**src/hdl/mmr_decode_pkg.sv**
```systemverilog
// Constants, carrier structs and the peripheral region table for the address decoder.
// Assumes one 250 MHz system clock shared by the core, the memories and the register blocks.
package mmr_decode_pkg;

  // ****************************************************************
  // Memory map
  // ****************************************************************
  localparam logic [31:0] FLASH_BASE       = 32'h0008_0000;
  localparam logic [31:0] SRAM_BASE        = 32'h0001_0000;
  localparam int          FLASH_BYTES      = 65536;
  localparam int          FLASH_USER_BYTES = 63488;
  localparam int          SRAM_BYTES       = 8192;
  localparam int          FLASH_PAGE_BYTES = 512;
  localparam logic [15:0] MMR_HI           = 16'hffff;
  localparam int          FLASH_WADDR_W    = $clog2(FLASH_BYTES / 2);
  localparam int          FLASH_PAGE_W     = $clog2(FLASH_BYTES / FLASH_PAGE_BYTES);
  localparam int          PAGE_LSB         = $clog2(FLASH_PAGE_BYTES / 2);
  localparam int          SRAM_WADDR_W     = $clog2(SRAM_BYTES / 4);
  localparam logic [FLASH_WADDR_W-1:0] KERNEL_WORD = FLASH_WADDR_W'(FLASH_USER_BYTES / 2);

  // ****************************************************************
  // Timing
  // ****************************************************************
  localparam int CLK_KHZ         = 250000;
  localparam int FLASH_THUMB_KHZ = 41780;
  localparam int FLASH_ARM_KHZ   = 20890;
  localparam int SRAM_KHZ        = 41780;
  localparam int CNT_W           = 4;
  localparam logic [CNT_W-1:0] FLASH_HALF_CYC =
    CNT_W'((CLK_KHZ + FLASH_THUMB_KHZ - 1) / FLASH_THUMB_KHZ);
  localparam logic [CNT_W:0]   FLASH_WORD_CYC =
    (CNT_W+1)'((CLK_KHZ + FLASH_ARM_KHZ - 1) / FLASH_ARM_KHZ);
  localparam logic [CNT_W-1:0] SRAM_CYC = CNT_W'((CLK_KHZ + SRAM_KHZ - 1) / SRAM_KHZ);
  localparam logic [CNT_W-1:0] AHB_CYC  = 4'h1;
  localparam logic [CNT_W-1:0] APB_CYC  = 4'h2;

  // ****************************************************************
  // Register space regions
  // ****************************************************************
  localparam int NUM_REGIONS = 19;

  typedef struct packed {
    logic [15:0] lo;
    logic [15:0] hi;
    logic        slow;
  } region_type;

  localparam region_type REGION_MAP [NUM_REGIONS] = '{
    '{16'h0000, 16'h0110, 1'b1},  // Interrupt controller
    '{16'h0220, 16'h0238, 1'b1},  // Remap and system control
    '{16'h0300, 16'h0310, 1'b1},  // Timer 0
    '{16'h0320, 16'h0334, 1'b1},  // General purpose timer
    '{16'h0340, 16'h0350, 1'b1},  // Wake-up timer
    '{16'h0360, 16'h0370, 1'b1},  // Watchdog timer
    '{16'h0404, 16'h0420, 1'b1},  // Clock control
    '{16'h0440, 16'h0448, 1'b1},  // Supply monitor
    '{16'h048c, 16'h0490, 1'b1},  // Reference
    '{16'h0500, 16'h0538, 1'b1},  // ADC
    '{16'h0600, 16'h0620, 1'b1},  // DAC
    '{16'h0700, 16'h0730, 1'b1},  // UART
    '{16'h0800, 16'h0850, 1'b1},  // Serial bus 0
    '{16'h0900, 16'h0950, 1'b1},  // Serial bus 1
    '{16'h0a00, 16'h0a14, 1'b1},  // SPI
    '{16'h0b00, 16'h0b54, 1'b1},  // Logic array
    '{16'hf400, 16'hf46c, 1'b0},  // GPIO
    '{16'hf800, 16'hf820, 1'b0},  // Flash control interface
    '{16'hfc00, 16'hfc3c, 1'b0}   // PWM
  };

  // ****************************************************************
  // Carriers
  // ****************************************************************
  typedef enum logic [1:0] {
    SIZE_BYTE = 2'h0,
    SIZE_HALF = 2'h1,
    SIZE_WORD = 2'h2
  } size_type;

  typedef struct packed {
    logic        valid;
    logic        write;
    size_type    size;
    logic [31:0] addr;
    logic [31:0] wdata;
  } core_req_type;

  typedef struct packed {
    logic                   flash;
    logic                   sram;
    logic                   mmr;
    logic                   slow;
    logic [NUM_REGIONS-1:0] sel;
  } target_type;

  typedef enum logic [5:0] {
    ST_IDLE  = 6'b000001,
    ST_FLASH = 6'b000010,
    ST_SRAM  = 6'b000100,
    ST_AHB   = 6'b001000,
    ST_APB   = 6'b010000,
    ST_DONE  = 6'b100000
  } state_type;

endpackage

```
**src/hdl/mmr_region_decode.sv**
```systemverilog
// Combinational address decoder: picks flash, SRAM or one register region.
// Assumes the caller registers the result; remap_i is 1 while flash sits at zero.
`timescale 1ns/1ns
`default_nettype none

module mmr_region_decode
  import mmr_decode_pkg::*;
(
  input  wire logic [31:0] addr_i,   // Byte address
  input  wire logic        remap_i,  // Flash mirrored at zero
  output target_type       tgt_o     // Decoded target
);

  logic [NUM_REGIONS-1:0] hit;
  logic [NUM_REGIONS-1:0] slow_hit;
  logic                   in_mmr;
  logic                   low_flash;
  logic                   low_sram;

  assign in_mmr    = addr_i[31:16] == MMR_HI;
  assign low_flash = addr_i < 32'(FLASH_BYTES);
  assign low_sram  = addr_i < 32'(SRAM_BYTES);

  // ****************************************************************
  // Region compare
  // ****************************************************************
  for (genvar i = 0; i < NUM_REGIONS; i++)
  begin : g_region
    assign hit[i] = in_mmr && addr_i[15:0] >= REGION_MAP[i].lo
                           && addr_i[15:0] <  REGION_MAP[i].hi;
    assign slow_hit[i] = hit[i] && REGION_MAP[i].slow;
  end

  always_comb
  begin
    tgt_o.flash = (addr_i >= FLASH_BASE && addr_i < FLASH_BASE + 32'(FLASH_BYTES))
               || (remap_i && low_flash);
    tgt_o.sram  = (addr_i >= SRAM_BASE && addr_i < SRAM_BASE + 32'(SRAM_BYTES))
               || (!remap_i && low_sram);
    tgt_o.sel   = hit;
    tgt_o.mmr   = |hit;
    tgt_o.slow  = |slow_hit;
  end

endmodule

`default_nettype wire

```
**src/hdl/mmr_address_decoder.sv**
```systemverilog
// Address decoder and access sequencer between the core and memories and register blocks.
// Assumes the core holds its request until done_o and the memories answer in fixed time.
`timescale 1ns/1ns
`default_nettype none

module mmr_address_decoder
  import mmr_decode_pkg::*;
(
  input  wire logic                     mclk_i,         // System clock
  input  wire logic                     rst_i,          // Synchronous reset
  input  wire core_req_type             req_i,          // Core request, held until done
  output logic                          done_o,         // Access complete pulse
  output logic                          unmapped_o,     // Completed access hit no target
  output logic [31:0]                   rdata_o,        // Read data
  input  wire logic                     remap_wr_i,     // Remap register write strobe
  input  wire logic                     remap_bit_i,    // Remap bit 0 written value
  output logic                          remap_o,        // Flash mirrored at zero
  output logic                          flash_req_o,    // Flash access level
  output logic [FLASH_WADDR_W-1:0]      flash_addr_o,   // Flash halfword address
  output logic [FLASH_PAGE_W-1:0]       flash_page_o,   // Flash page number
  output logic                          flash_kernel_o, // Access in kernel area
  input  wire logic [15:0]              flash_rdata_i,  // Flash read data
  output logic                          sram_req_o,     // SRAM access level
  output logic                          sram_we_o,      // SRAM write
  output logic [SRAM_WADDR_W-1:0]       sram_addr_o,    // SRAM word address
  output logic [3:0]                    sram_be_o,      // SRAM byte enables
  output logic [31:0]                   sram_wdata_o,   // SRAM write data
  input  wire logic [31:0]              sram_rdata_i,   // SRAM read data
  output logic                          ahb_stb_o,      // Fast bus strobe
  output logic                          apb_stb_o,      // Peripheral bus strobe
  output logic [NUM_REGIONS-1:0]        mmr_sel_o,      // Region select, one-hot
  output logic [15:0]                   mmr_addr_o,     // Register offset
  output logic                          mmr_we_o,       // Register write
  output logic [3:0]                    mmr_be_o,       // Register byte enables
  output logic [31:0]                   mmr_wdata_o,    // Register write data
  input  wire logic [31:0]              mmr_rdata_i     // Register read data
);

  typedef struct packed {
    state_type    st;
    logic [CNT_W-1:0] cnt;
    logic         half;
    logic         remap;
    logic         write;
    size_type     size;
    logic [31:0]  addr;
    logic [31:0]  wdata;
    target_type   tgt;
    logic [31:0]  rdata;
    logic         unmapped;
  } ctl_type;

  ctl_type    q;
  ctl_type    d;
  target_type dec;
  logic [3:0] be;
  logic       last;

  // ****************************************************************
  // Decode and byte lanes
  // ****************************************************************
  mmr_region_decode u_decode (
    .addr_i  (req_i.addr),
    .remap_i (q.remap),
    .tgt_o   (dec)
  );

  function automatic logic [3:0] lanes(input size_type sz, input logic [1:0] a);
    logic [3:0] m;
    m = 4'h0;
    unique case (sz)
      SIZE_BYTE: m = 4'h1 << a;
      SIZE_HALF: m = a[1] ? 4'hc : 4'h3;
      SIZE_WORD: m = 4'hf;
      default:   m = 4'h0;
    endcase
    return m;
  endfunction

  assign be   = lanes(q.size, q.addr[1:0]);
  assign last = q.cnt == CNT_W'(1);

  // ****************************************************************
  // Sequencer
  // ****************************************************************
  always_comb
  begin
    d = q;
    if (remap_wr_i)
    begin
      d.remap = remap_bit_i;
    end
    unique case (q.st)
      ST_IDLE:
      begin
        if (req_i.valid)
        begin
          d.write    = req_i.write;
          d.size     = req_i.size;
          d.addr     = req_i.addr;
          d.wdata    = req_i.wdata;
          d.tgt      = dec;
          d.half     = 1'b0;
          d.unmapped = 1'b0;
          if (dec.flash)
          begin
            d.st  = ST_FLASH;
            d.cnt = FLASH_HALF_CYC;
          end
          else if (dec.sram)
          begin
            d.st  = ST_SRAM;
            d.cnt = SRAM_CYC;
          end
          else if (dec.mmr && dec.slow)
          begin
            d.st  = ST_APB;
            d.cnt = APB_CYC;
          end
          else if (dec.mmr)
          begin
            d.st  = ST_AHB;
            d.cnt = AHB_CYC;
          end
          else
          begin
            d.st       = ST_DONE;
            d.unmapped = 1'b1;
            d.rdata    = 32'h0000_0000;
          end
        end
      end
      ST_FLASH:
      begin
        d.cnt = q.cnt - CNT_W'(1);
        if (last)
        begin
          if (q.size != SIZE_WORD)
          begin
            d.rdata = {flash_rdata_i, flash_rdata_i};
            d.st    = ST_DONE;
          end
          else if (!q.half)
          begin
            d.rdata[15:0] = flash_rdata_i;
            d.half        = 1'b1;
            d.cnt         = FLASH_HALF_CYC;
          end
          else
          begin
            d.rdata[31:16] = flash_rdata_i;
            d.st           = ST_DONE;
          end
        end
      end
      ST_SRAM, ST_AHB, ST_APB:
      begin
        d.cnt = q.cnt - CNT_W'(1);
        if (last)
        begin
          d.rdata = (q.st == ST_SRAM) ? sram_rdata_i : mmr_rdata_i;
          d.st    = ST_DONE;
        end
      end
      ST_DONE:
      begin
        d.st = ST_IDLE;
      end
    endcase
    if (rst_i)
    begin
      d       = '0;
      d.st    = ST_IDLE;
      d.remap = 1'b1;
    end
  end

  always_ff @(posedge mclk_i)
  begin
    q <= d;
  end

  // ****************************************************************
  // Outputs
  // ****************************************************************
  assign done_o         = q.st == ST_DONE;
  assign unmapped_o     = q.unmapped;
  assign rdata_o        = q.rdata;
  assign remap_o        = q.remap;
  assign flash_req_o    = q.st == ST_FLASH;
  assign flash_addr_o   = {q.addr[FLASH_WADDR_W:2], q.addr[1] | q.half};
  assign flash_page_o   = flash_addr_o[FLASH_WADDR_W-1:PAGE_LSB];
  assign flash_kernel_o = flash_addr_o >= KERNEL_WORD;
  assign sram_req_o     = q.st == ST_SRAM;
  assign sram_we_o      = sram_req_o && q.write;
  assign sram_addr_o    = q.addr[SRAM_WADDR_W+1:2];
  assign sram_be_o      = be;
  assign sram_wdata_o   = q.wdata;
  assign ahb_stb_o      = q.st == ST_AHB;
  assign apb_stb_o      = q.st == ST_APB;
  assign mmr_sel_o      = (ahb_stb_o || apb_stb_o) ? q.tgt.sel : '0;
  assign mmr_addr_o     = q.addr[15:0];
  assign mmr_we_o       = (ahb_stb_o || apb_stb_o) && q.write;
  assign mmr_be_o       = be;
  assign mmr_wdata_o    = q.wdata;

  localparam logic [NUM_REGIONS-1:0] FAST_MASK = 19'h70000;
endmodule

`default_nettype wire

```
**config.mk**
```make
export PLATFORM = sky130hd
export DESIGN_NAME = mmr_address_decoder
export DESIGN_NICKNAME = d
export VERILOG_FILES = /design/src/hdl/mmr_decode_pkg.sv /design/src/hdl/mmr_region_decode.sv /design/src/hdl/mmr_address_decoder.sv
export SDC_FILE = /design/constraint.sdc
export NUM_CORES = 1
export LEC_CHECK = 0
export BUFFER_PORTS_ARGS = -buffer_cell sky130_fd_sc_hd__buf_4
export CAP_MARGIN = 20
export CORE_AREA = 2 2 128 130
export CTS_BUF_LIST = sky130_fd_sc_hd__clkbuf_8
export DETAILED_ROUTE_END_ITERATION = 7
export DIE_AREA = 0 0 130 132
export PLACE_DENSITY = 0.88
export SLEW_MARGIN = 20
export SYNTH_ARGS = -nofsm -noshare
export SYNTH_HDL_FRONTEND = slang
export SYNTH_HIERARCHICAL = 1
export SYNTH_SLANG_ARGS = --single-unit
```
**constraint.sdc**
```tcl
create_clock -name mclk_i -period 7.5 [get_ports mclk_i]
set_input_delay 1.5 -clock mclk_i [delete_from_list [all_inputs] [get_ports mclk_i]]
set_output_delay 1.5 -clock mclk_i [all_outputs]
set_load 0.02 [all_outputs]
```
==> flow_summary_export.csv, run 1 <==
group,metric,value,unit
routing,vias_per_cell,5.33,
cells_and_area,layout-drive-gt1-share,35.4,%
critical_path,criticalPathCategory,"reg -> out",
placed_design,io_buffers,333,
sta,rsz0062_at_grt,"false",
sta,finalSetupViolations,0,
clock_tree,clock_path_buffers,2,
sta,slew_viol_final,0,
sta,clock_skew,0.0112,ns
floorplan,die_h,132,um
sta,finalCritPeriodShare,57.9,%
sta,relSlewSlack,28.3,%
synthesis,synth_compound_area_share,18.4,%
sta,min_period,4.34,ns
power_and_ir_drop,p_per_area,169,nW/um2
global_routing,grt_overflow,0,
hold_path,hp-class,"reg -> reg",
global_routing,antenna_found_initial,0,
routing,met3_length,2020,um
routing,dr.max_layer_used,"met4",
routing,drtIter0Drc,369,
synthesis,synthesis.nets,1129,
synthesis,synth_xor_area_share,0.240,%
cells_and_area,fin_cells,1350,
sta,worst_pin_slew,1.07,ns
sta,timing.final.ws_setup,3.16,ns
routing,num_vias,7197,
floorplan,coreArea,15700,um2
synthesis,async_flop_share,0,%
routing,drt-pass1-iter-count,5,
synthesis,synth_top_area_share,31.5,%
placed_design,pre_cts_slack,2.77,ns
cells_and_area,final_nets,1277,
synthesis,synth_cell_types,71,
sta,fin_setup_tns,0,ns
floorplan,die-area,17200,um2
critical_path,critPathLaunchType,"flip-flop",
cells_and_area,antenna_cells,0,
routing,wl_met1,8390,um
floorplan,initial_utilization,46.5,%
power_and_ir_drop,leakage,3.95,nW
synthesis,synth-seq-area-share,31.5,%
floorplan,placement_rows,46,
global_routing,grt_pass1_wl,33400,um
synthesis,ys_warn_count,6,
power_and_ir_drop,ir_worst_vdd,130,uV
routing,wl_per_cell,16.1,um
job,maxCapViolations,0,
synthesis,synth_top_cells_by_count,"nand2_1 (206), buf_4 (153), dfxtp_1 (115), a21oi_1 (100), nand3_1 (42)",
synthesis,syn_area_per_cell,7.50,um2
critical_path,worst_ep_arrival_time,2.84,ns
synthesis,netlist_instances,975,
clock_tree,clock_sinks,115,
critical_path,cp.required,6.00,ns
global_routing,grt_pass1_vias,6677,
power_and_ir_drop,combPwrFrac,19.9,%
synthesis,yosys.area.top_type,"dfxtp_1",
clock_tree,cts_buffers,17,
sta,fmax,230,MHz
critical_path,path_max_fanout,19,
synthesis,synth_top_family_by_area,"simple AND/OR/NAND/NOR gates",
placed_design,dp.cells,1320,
placed_design,dp.final_hpwl,15700,um
synthesis,muxShareOfSynthArea,2.60,%
floorplan,ios,334,
hold_path,min_path_cells,2,
cells_and_area,area_growth,25.2,%
clock_tree,path_clk_slew,0.07,ns
floorplan,die_x,130,um
power_and_ir_drop,sw_frac_of_total,28.8,%
synthesis,synth_edf_count,0,
routing,drc,0,
sta,finalHoldViolCount,0,
clock_tree,cts_root_buffer,"clkbuf_8",
placed_design,gp_congestion,0.884,
synthesis,netlist_area,7310,um2
critical_path,endpoint_kind,"output pin",
clock_tree,postCtsHoldBufs,0,
synthesis,synth_area_leaders,"dfxtp_1 (31%), buf_4 (16%), nand2_1 (11%), a21oi_1 (6.8%), nor2b_1 (3.2%)",
routing,wl_met2,10800,um
power_and_ir_drop,p_int,0.00110,W
run_status,outcome,"finished, final reports clean",
clock_tree,cts_tree,"yes",
clock_tree,postCtsSetupBuffers,0,
clock_tree,insertion_delay,0.44,ns
synthesis,synth.most_common_cell,"nand2_1",
critical_path,reg2reg_depth,6,
synthesis,synth-simple-area-share,26.9,%
synthesis,synth_seq_cells,115,
clock_tree,ctsResizeCount,0,
global_routing,grt.total_usage,24.2,%
synthesis,synth_ff_type,"dfxtp_1",
synthesis,synthAdderAreaFrac,0.342,%
global_routing,grt_max_degree,75,
cells_and_area,postLayoutCoreUtil,58.3,%
power_and_ir_drop,power_frac_seq,42.0,%
routing,ant_nets,0,
power_and_ir_drop,p_switching,0.000445,W
clock_tree,htreeDepth,4,
routing,drt-total-wl,21800,um
power_and_ir_drop,p_clk_share,38.1,%
cell type report:
cell class,instances,area [um2]
multi-input combinational,634,3570
sequential,115,2300
clock inverter,11,139
clock buffer,19,262
fill,1429,6550
tap,216,270
timing repair buffer,343,2570
inverter,12,45.0
layout by cell type, fill, tap and decap left out, types with 3 or more instances in the layout:
master      count
a21oi_1       100
a22o_1         15
and2_1         22
buf_4         343
bufinv_16       3
clkbuf_8       19
clkinvlp_4      3
dfxtp_1       115
inv_1          12
mux2i_1        19
nand2_1       206
nand2b_1        7
nand3_1        41
nand4_1         8
nor2_1         26
nor2b_1        36
nor3_1         10
nor3b_1         4
nor4_1         10
o211ai_1       15
o21ai_0        35
o21ai_1         7
o22ai_1         4
o31ai_1         3
or3_1           3
critical path: stages, from the launching register on:
cell and delay (ns):
dfxtp_1 0.45, nor2b_2 0.91, nand2_1 0.36, inv_2 0.46, buf_4 0.23
metal layers:
| metal | track usage (%) | vias up |
|---|---|---|
| met3 | 6.74 | 44 |
| li1 | - | 3462 |
| met4 | 8.84 | 0 |
| met5 | 0 | - |
| met1 | 27.1 | 3345 |
| met2 | 43.3 | 346 |
path summary, 6_finish.rpt:
path,end,slack (ns),start
worst max-delay path,flash_req_o,3.16,q[130]$_SDFFE_PP0P_
worst min-delay path,rdata_o[1]$_SDFFE_PP0P_,0.45,rdata_o[1]$_SDFFE_PP0P_
worst max register to register,q[127]$_SDFFE_PP0P_,4.61,q[130]$_SDFFE_PP0P_
worst min register to register,rdata_o[1]$_SDFFE_PP0P_,0.45,rdata_o[1]$_SDFFE_PP0P_
logic make-up (layout without fill, tap and decap cells):
kind of cell    Yosys count  in the layout
buf+inv                 226            385
flops                   115            115
fa+ha+maj                 2              2
simple gates            402            402
compound gates          209            209
xor+xnor                  2              2
mux                      19             19
power by group through the flow:
stage          combinational [W]  sequential [W]  clock [W]
6_report                0.000308        0.000650   0.000591
3_5_place_dp            0.000307        0.000664          0
3_3_place_gp            0.000305        0.000663          0
4_1_cts                 0.000308        0.000650   0.000607
5_1_grt                 0.000329        0.000652   0.000630
2_1_floorplan           0.000208        0.000656          0
flip-flops by register name, summed over array words and instances (netlist names):
name          cells
q                33
mmr_wdata_o      32
rdata_o          32
flash_addr_o     14
mmr_addr_o        2
remap_o           1
unmapped_o        1
through the flow:
stage	instance area, um2	hold slack, ns	power (W)
after CTS	9160	0.452	0.00156
after detailed placement	8760	0.443	0.000971
after global routing	9160	0.474	0.00161
after floorplan	7310	0.429	0.000864
after global placement	8760	0.439	0.000968
final	9160	0.450	0.00155
Power figures use the tool's default switching activity.
==> run 2: changes to the inputs <==
- ABC_AREA: not set -> 1
- CORE_AREA: 2 2 128 130 -> 2 2 131 133
- DIE_AREA: 0 0 130 132 -> 0 0 133 135
- clock period: 7.5 -> 4.1 ns (I/O delays scaled with it)
==> run 2 against run 1 <==
Clock power is 93% higher. Utilization fell by 0.20 points. Via count increased by 7.4%. Worst setup slack got worse by 2.1 ns. Clock skew is 0.00061 ns lower. Power rose to 4.4 times the previous value. Final cell count up 19%. Count of clock-buffer cells in the layout unchanged. Combinational power grew to 12 times the previous value. Critical endpoint is now sram_req_o.
==> flow_summary_export.csv, run 2 <==
group,metric,value,unit
placed_design,dp.cells,1576,
sta,fmax,326,MHz
cells_and_area,area_growth,23.7,%
placed_design,dp.final_hpwl,16800,um
power_and_ir_drop,leakage,4.94,nW
placed_design,io_buffers,333,
clock_tree,path_clk_slew,0.07,ns
synthesis,async_flop_share,0,%
placed_design,gp_congestion,0.944,
synthesis,syn_area_per_cell,6.34,um2
power_and_ir_drop,ir_worst_vdd,510,uV
floorplan,die_h,135,um
global_routing,grt_pass1_wl,34100,um
synthesis,synth_top_area_share,29.9,%
cells_and_area,top_register,"q",
synthesis,synth_xor_area_share,0.114,%
synthesis,netlist_area,7700,um2
routing,ant_nets,0,
routing,drt-pass1-iter-count,5,
clock_tree,postCtsSetupBuffers,0,
synthesis,muxShareOfSynthArea,0,%
sta,min_period,3.07,ns
clock_tree,cts_tree,"yes",
floorplan,placement_rows,47,
synthesis,synth.most_common_cell,"nand2_1",
cells_and_area,final_nets,1529,
synthesis,synth-seq-area-share,29.9,%
sta,relSlewSlack,30.8,%
floorplan,die-area,18000,um2
floorplan,initial_utilization,47.0,%
global_routing,grt.total_usage,23.5,%
sta,slew_viol_final,0,
cells_and_area,layout-drive-gt1-share,30.7,%
sta,finalHoldViolCount,0,
placed_design,pre_cts_slack,0.766,ns
critical_path,endpoint_kind,"output pin",
global_routing,grt_max_degree,96,
critical_path,regToRegSetupSlack,1.90,ns
synthesis,synth_top_cells_by_count,"nand2_1 (272), nor2_1 (237), buf_4 (154), inv_1 (117), dfxtp_1 (115)",
run_status,outcome,"finished, final reports clean",
cells_and_area,fin_cells,1606,
cells_and_area,final_cell_mix,"buf_4 (337), nand2_1 (272), nor2_1 (237), inv_1 (117), dfxtp_1 (115)",
routing,wl_per_cell,13.7,um
floorplan,ios,334,
routing,met3_length,1100,um
sta,finalSetupViolations,0,
global_routing,grt_overflow,0,
floorplan,die_x,133,um
synthesis,ys_warn_count,6,
synthesis,synth-simple-area-share,34.1,%
clock_tree,insertion_delay,0.43,ns
critical_path,cp.required,3.28,ns
floorplan,coreArea,16400,um2
synthesis,synth_compound_area_share,11.0,%
routing,drc,0,
synthesis,synth_top_family_by_area,"simple AND/OR/NAND/NOR gates",
sta,clock_skew,0.0106,ns
routing,num_vias,7731,
synthesis,synthAdderAreaFrac,0.325,%
routing,drt-total-wl,22000,um
critical_path,path_max_fanout,35,
sta,rsz0062_at_grt,"false",
power_and_ir_drop,p_per_area,708,nW/um2
synthesis,netlist_instances,1216,
synthesis,synth_seq_cells,115,
clock_tree,postCtsHoldBufs,0,
synthesis,synth_cell_types,37,
critical_path,worst_ep_arrival_time,2.25,ns
routing,vias_per_cell,4.81,
cells_and_area,postLayoutCoreUtil,58.1,%
clock_tree,cts_root_buffer,"clkbuf_8",
global_routing,grt_pass1_vias,6859,
sta,holdWs,0.457,ns
cells_and_area,antenna_cells,0,
cells_and_area,mostFrequentLayoutCell,"buf_4",
clock_tree,cts_buffers,17,
job,maxCapViolations,0,
critical_path,slowest_delay,0.52,ns
synthesis,synth_edf_count,0,
critical_path,cp_slowest_cell,"clkinv_2",
synthesis,yosys.area.top_type,"dfxtp_1",
global_routing,antenna_found_initial,0,
routing,wl_met2,11100,um
sta,worst_pin_slew,1.04,ns
critical_path,criticalPathCategory,"reg -> out",
synthesis,synthesis.nets,1370,
clock_tree,clock_sinks,115,
cells_and_area,largest_register_ffs,33,
routing,dr.max_layer_used,"met4",
clock_tree,htreeDepth,4,
sta,fin_setup_tns,0,ns
synthesis,synth_ff_type,"dfxtp_1",
clock_tree,clock_path_buffers,2,
clock_tree,ctsResizeCount,0,
sta,finalCritPeriodShare,74.9,%
routing,wl_met1,9330,um
synthesis,synth_area_leaders,"dfxtp_1 (30%), buf_4 (15%), nand2_1 (13%), nor2_1 (12%), o21ai_0 (7.2%)",
critical_path,critPathLaunchType,"flip-flop",
routing,drtIter0Drc,458,
sta,timing.final.ws_setup,1.03,ns
critical_path,crit_chain,"nor2_2, nand3_4, clkinv_2, buf_4",
hold_path,hp-class,"reg -> reg",
==> run 2: cell types whose count changed after synthesis, sizes merged, moves of 9 or more <==
cell,delta
a21oi,-64
a22o,-15
and2,-22
clkbuf,-9
inv,+116
mux2i,-19
nand2,+72
nor2,+236
nor2b,-37
o211ai,-16
o21ai,+82
==> run 2: final cells by class <==
cell class,count,area (um2)
sequential,115,2300
clock buffer,19,262
tap,220,275
fill,1569,6880
multi-input combinational,773,3510
timing repair buffer,337,2530
clock inverter,11,161
inverter,131,494
==> run 2: cells by family after synthesis <==
logic type                 after synthesis
AOI/OAI and AO/OA                      164
and+or+nand+nor                        606
DFF                                    115
xor gates and xnor gates                 1
buffers and inverters                  328
adders and majority gates                2
==> run 2: worst paths after layout <==
kind	from	to	cells past startpoint
worst min register to register	q[42]$_SDFFE_PP0P_	q[42]$_SDFFE_PP0P_	2
worst max-delay path	q[129]$_SDFFE_PP1P_	sram_req_o	4
worst max register to register	q[129]$_SDFFE_PP1P_	rdata_o[20]$_SDFFE_PP0P_	9
worst min-delay path	q[42]$_SDFFE_PP0P_	q[42]$_SDFFE_PP0P_	2
==> run 2: metal layers <==
metal / global-route usage [%] / up-vias
met5: 0 / -
met1: 29.5 / 3520
met2: 41.0 / 250
met4: 6.93 / 0
met3: 4.54 / 35
li1: - / 3926
==> run 2: stage by stage <==
stage	power (W)	instance area, um2
after CTS	0.00679	9530
final	0.00675	9530
after global placement	0.00552	9110
after global routing	0.00724	9530
after detailed placement	0.00563	9110
after floorplan	0.00505	7700
==> run 2: power breakdown <==
part | total (W) | switching (W) | internal (W)
Sequential | 0.00179 | 0.000279 | 0.00151
Combinational | 0.00381 | 0.00243 | 0.00138
Clock | 0.00114 | 0.000461 | 0.000682
==> run 2: critical path: cells and delay by family (launching register included) <==
family | cells | cell delay (ns)
buffers and inverters | 2 | 0.75
and+or+nand+nor | 2 | 0.72
DFF | 1 | 0.33
==> run 3: changes to the inputs <==
- ABC_AREA: 1 -> 0
- CORE_AREA: 2 2 131 133 -> 2 2 129 131
- DIE_AREA: 0 0 133 135 -> 0 0 131 133
- PLACE_DENSITY: 0.88 -> 0.87
- clock period: 4.1 -> 3 ns (I/O delays scaled with it)
==> run 3 against run 2 <==
Combinational power is 78% lower. Critical path depth grew 1. Hold slack got worse by 0.055 ns. Global-route usage increased by 1.6 points. Design area about the same. Critical endpoint is now mmr_sel_o[14]. Via count decreased by 5.2%. Die area shrank 3.0%. Clock power increased by 44%. Critical path type unchanged. Clock skew grew 0.0031 ns. Count of clock-buffer cells in the layout grew 2. Wire length grew 4.4%. Utilization grew 0.88 points.
==> flow_summary_export.csv, run 3 (synthesis gave the netlist of run 1 again) <==
group,metric,value,unit
run_status,outcome,"finished, final reports clean",
critical_path,cp.required,2.40,ns
hold_path,hp-start,"remap_bit_i",
clock_tree,cts_root_buffer,"clkbuf_8",
critical_path,crit_top_cell,"buf_4",
floorplan,die-area,17400,um2
sta,fin_setup_tns,0,ns
critical_path,path_max_fanout,20,
hold_path,min_path_cells,3,
cells_and_area,layout-drive-gt1-share,37.3,%
critical_path,critPathLaunchType,"flip-flop",
cells_and_area,largest_register_ffs,33,
critical_path,endpoint_kind,"output pin",
cells_and_area,final_nets,1308,
cells_and_area,area_growth,30.4,%
cells_and_area,postLayoutCoreUtil,59.0,%
critical_path,criticalPathCategory,"reg -> out",
sta,finalCritPeriodShare,93.5,%
global_routing,grt_overflow,0,
critical_path,crit_chain,"or4_1, a21oi_1, buf_4, and2_1, buf_4",
floorplan,initial_utilization,45.2,%
hold_path,worstHoldEndpoint,"remap_o$_SDFFE_PP1P_",
floorplan,ios,334,
power_and_ir_drop,p_per_area,429,nW/um2
global_routing,grt_pass1_vias,6916,
global_routing,antenna_found_initial,1,
sta,slew_viol_final,0,
floorplan,die_h,133,um
sta,worst_pin_slew,0.856,ns
routing,wl_per_cell,16.5,um
floorplan,coreArea,16200,um2
routing,num_vias,7330,
clock_tree,postCtsHoldBufs,0,
floorplan,die_x,131,um
critical_path,reg2reg_from,"q[133]$_SDFFE_PP0P_",
clock_tree,path_clk_slew,0.07,ns
routing,ant_nets,0,
clock_tree,clock_path_buffers,2,
placed_design,dp.final_hpwl,17000,um
clock_tree,postCtsSetupBuffers,0,
critical_path,regToRegEndpoint,"q[131]$_SDFFE_PP0P_",
clock_tree,cts_tree,"yes",
sta,finalHoldViolCount,0,
sta,rsz0062_at_grt,"false",
critical_path,cp_slowest_cell,"or4_1",
sta,min_period,2.80,ns
clock_tree,insertion_delay,0.42,ns
routing,vias_per_cell,5.29,
placed_design,io_buffers,333,
global_routing,grt.total_usage,25.1,%
clock_tree,cts_buffers,17,
routing,drc,0,
critical_path,slowest_delay,0.59,ns
clock_tree,htreeDepth,4,
critical_path,worst_ep_arrival_time,2.20,ns
critical_path,reg2reg_depth,5,
clock_tree,ctsResizeCount,0,
cells_and_area,top_register,"q",
job,maxCapViolations,0,
sta,clock_skew,0.0137,ns
sta,fmax,357,MHz
critical_path,regToRegSetupSlack,0.51,ns
cells_and_area,final_cell_mix,"buf_4 (367), nand2_1 (206), dfxtp_1 (115), a21oi_1 (100), nand3_1 (41)",
placed_design,gp_congestion,0.907,
routing,drtIter0Drc,374,
power_and_ir_drop,ir_worst_vdd,307,uV
routing,drt-total-wl,22900,um
global_routing,grt_max_degree,67,
global_routing,grt_pass1_wl,35000,um
power_and_ir_drop,leakage,4.15,nW
floorplan,placement_rows,47,
routing,drt-pass1-iter-count,5,
hold_path,hp-class,"in -> reg",
sta,relSlewSlack,42.9,%
sta,finalSetupViolations,0,
cells_and_area,mostFrequentLayoutCell,"buf_4",
clock_tree,clock_sinks,115,
==> run 3: cell count changes in the layout (fill, tap and decap cells not counted), sizes merged, moves of 22 or more <==
cell / before / now
inv: 129 / 13
nand2: 278 / 206
nor2: 262 / 26
o21ai: 125 / 43
buf: 337 / 374
nor2b: 0 / 37
a21oi: 36 / 100
and2: 0 / 22
==> run 3: worst max-delay path by stage <==
stage                                   start                       end  slack, ns  cells past startpoint
final                     q[129]$_SDFFE_PP1P_             mmr_sel_o[14]       0.20                      5
after global routing      q[132]$_SDFFE_PP0P_               flash_req_o       0.06                      4
after CTS                 q[129]$_SDFFE_PP1P_              mmr_sel_o[9]       0.17                      5
after detailed placement            req_i[45]  rdata_o[17]$_SDFFE_PP0P_      -0.19                     11
after global placement              req_i[45]  rdata_o[17]$_SDFFE_PP0P_      -0.08                     11
after floorplan                     req_i[45]  rdata_o[22]$_SDFFE_PP0P_      0.004                     10
==> run 3: where the power goes <==
group	total [W]	internal (W)	switching, W	leakage [nW]
Combinational	0.000821	0.000375	0.000446	2.99
Clock	0.00164	0.000985	0.000659	0.225
Sequential	0.00162	0.00157	0.0000514	0.933
==> run 3: final cells by class <==
class                      count  area [um2]
clock buffer                  21         289
inverter                      12        45.0
multi-input combinational    634        3570
fill                        1488        6640
clock inverter                 9         154
sequential                   115        2300
tap                          220         275
timing repair buffer         374        2900
antenna                        1        2.50
==> run 3: through the flow <==
step	hold slack [ns]	setup WS (ns)	cell area [um2]	total power (W)	cells
after global routing	0.381	0.0575	9540	0.00425	1386
after global placement	0.438	-0.0817	9090	0.00247	1355
after detailed placement	0.442	-0.193	9090	0.00248	1355
final	0.402	0.195	9540	0.00409	1386
after CTS	0.371	0.167	9530	0.00413	1385
after floorplan	0.429	0.00414	7320	0.00216	975
==> run 3: critical path, delay by kind of cell, from the launching register on <==
kind                   cells  cell delay, ns
AND/OR/NAND/NOR            2            0.77
buffers and inverters      2            0.42
flip-flops                 1            0.37
AO/OA/AOI/OAI              1            0.23
==> run 3: routing by layer <==
metal	track usage [%]	up-vias	part of all wire [%]
li1	-	3532	-
met1	29.1	3399	39
met2	43.2	359	50
met3	7.36	40	9.2
met4	9.46	0	2.4
met5	0	-	0
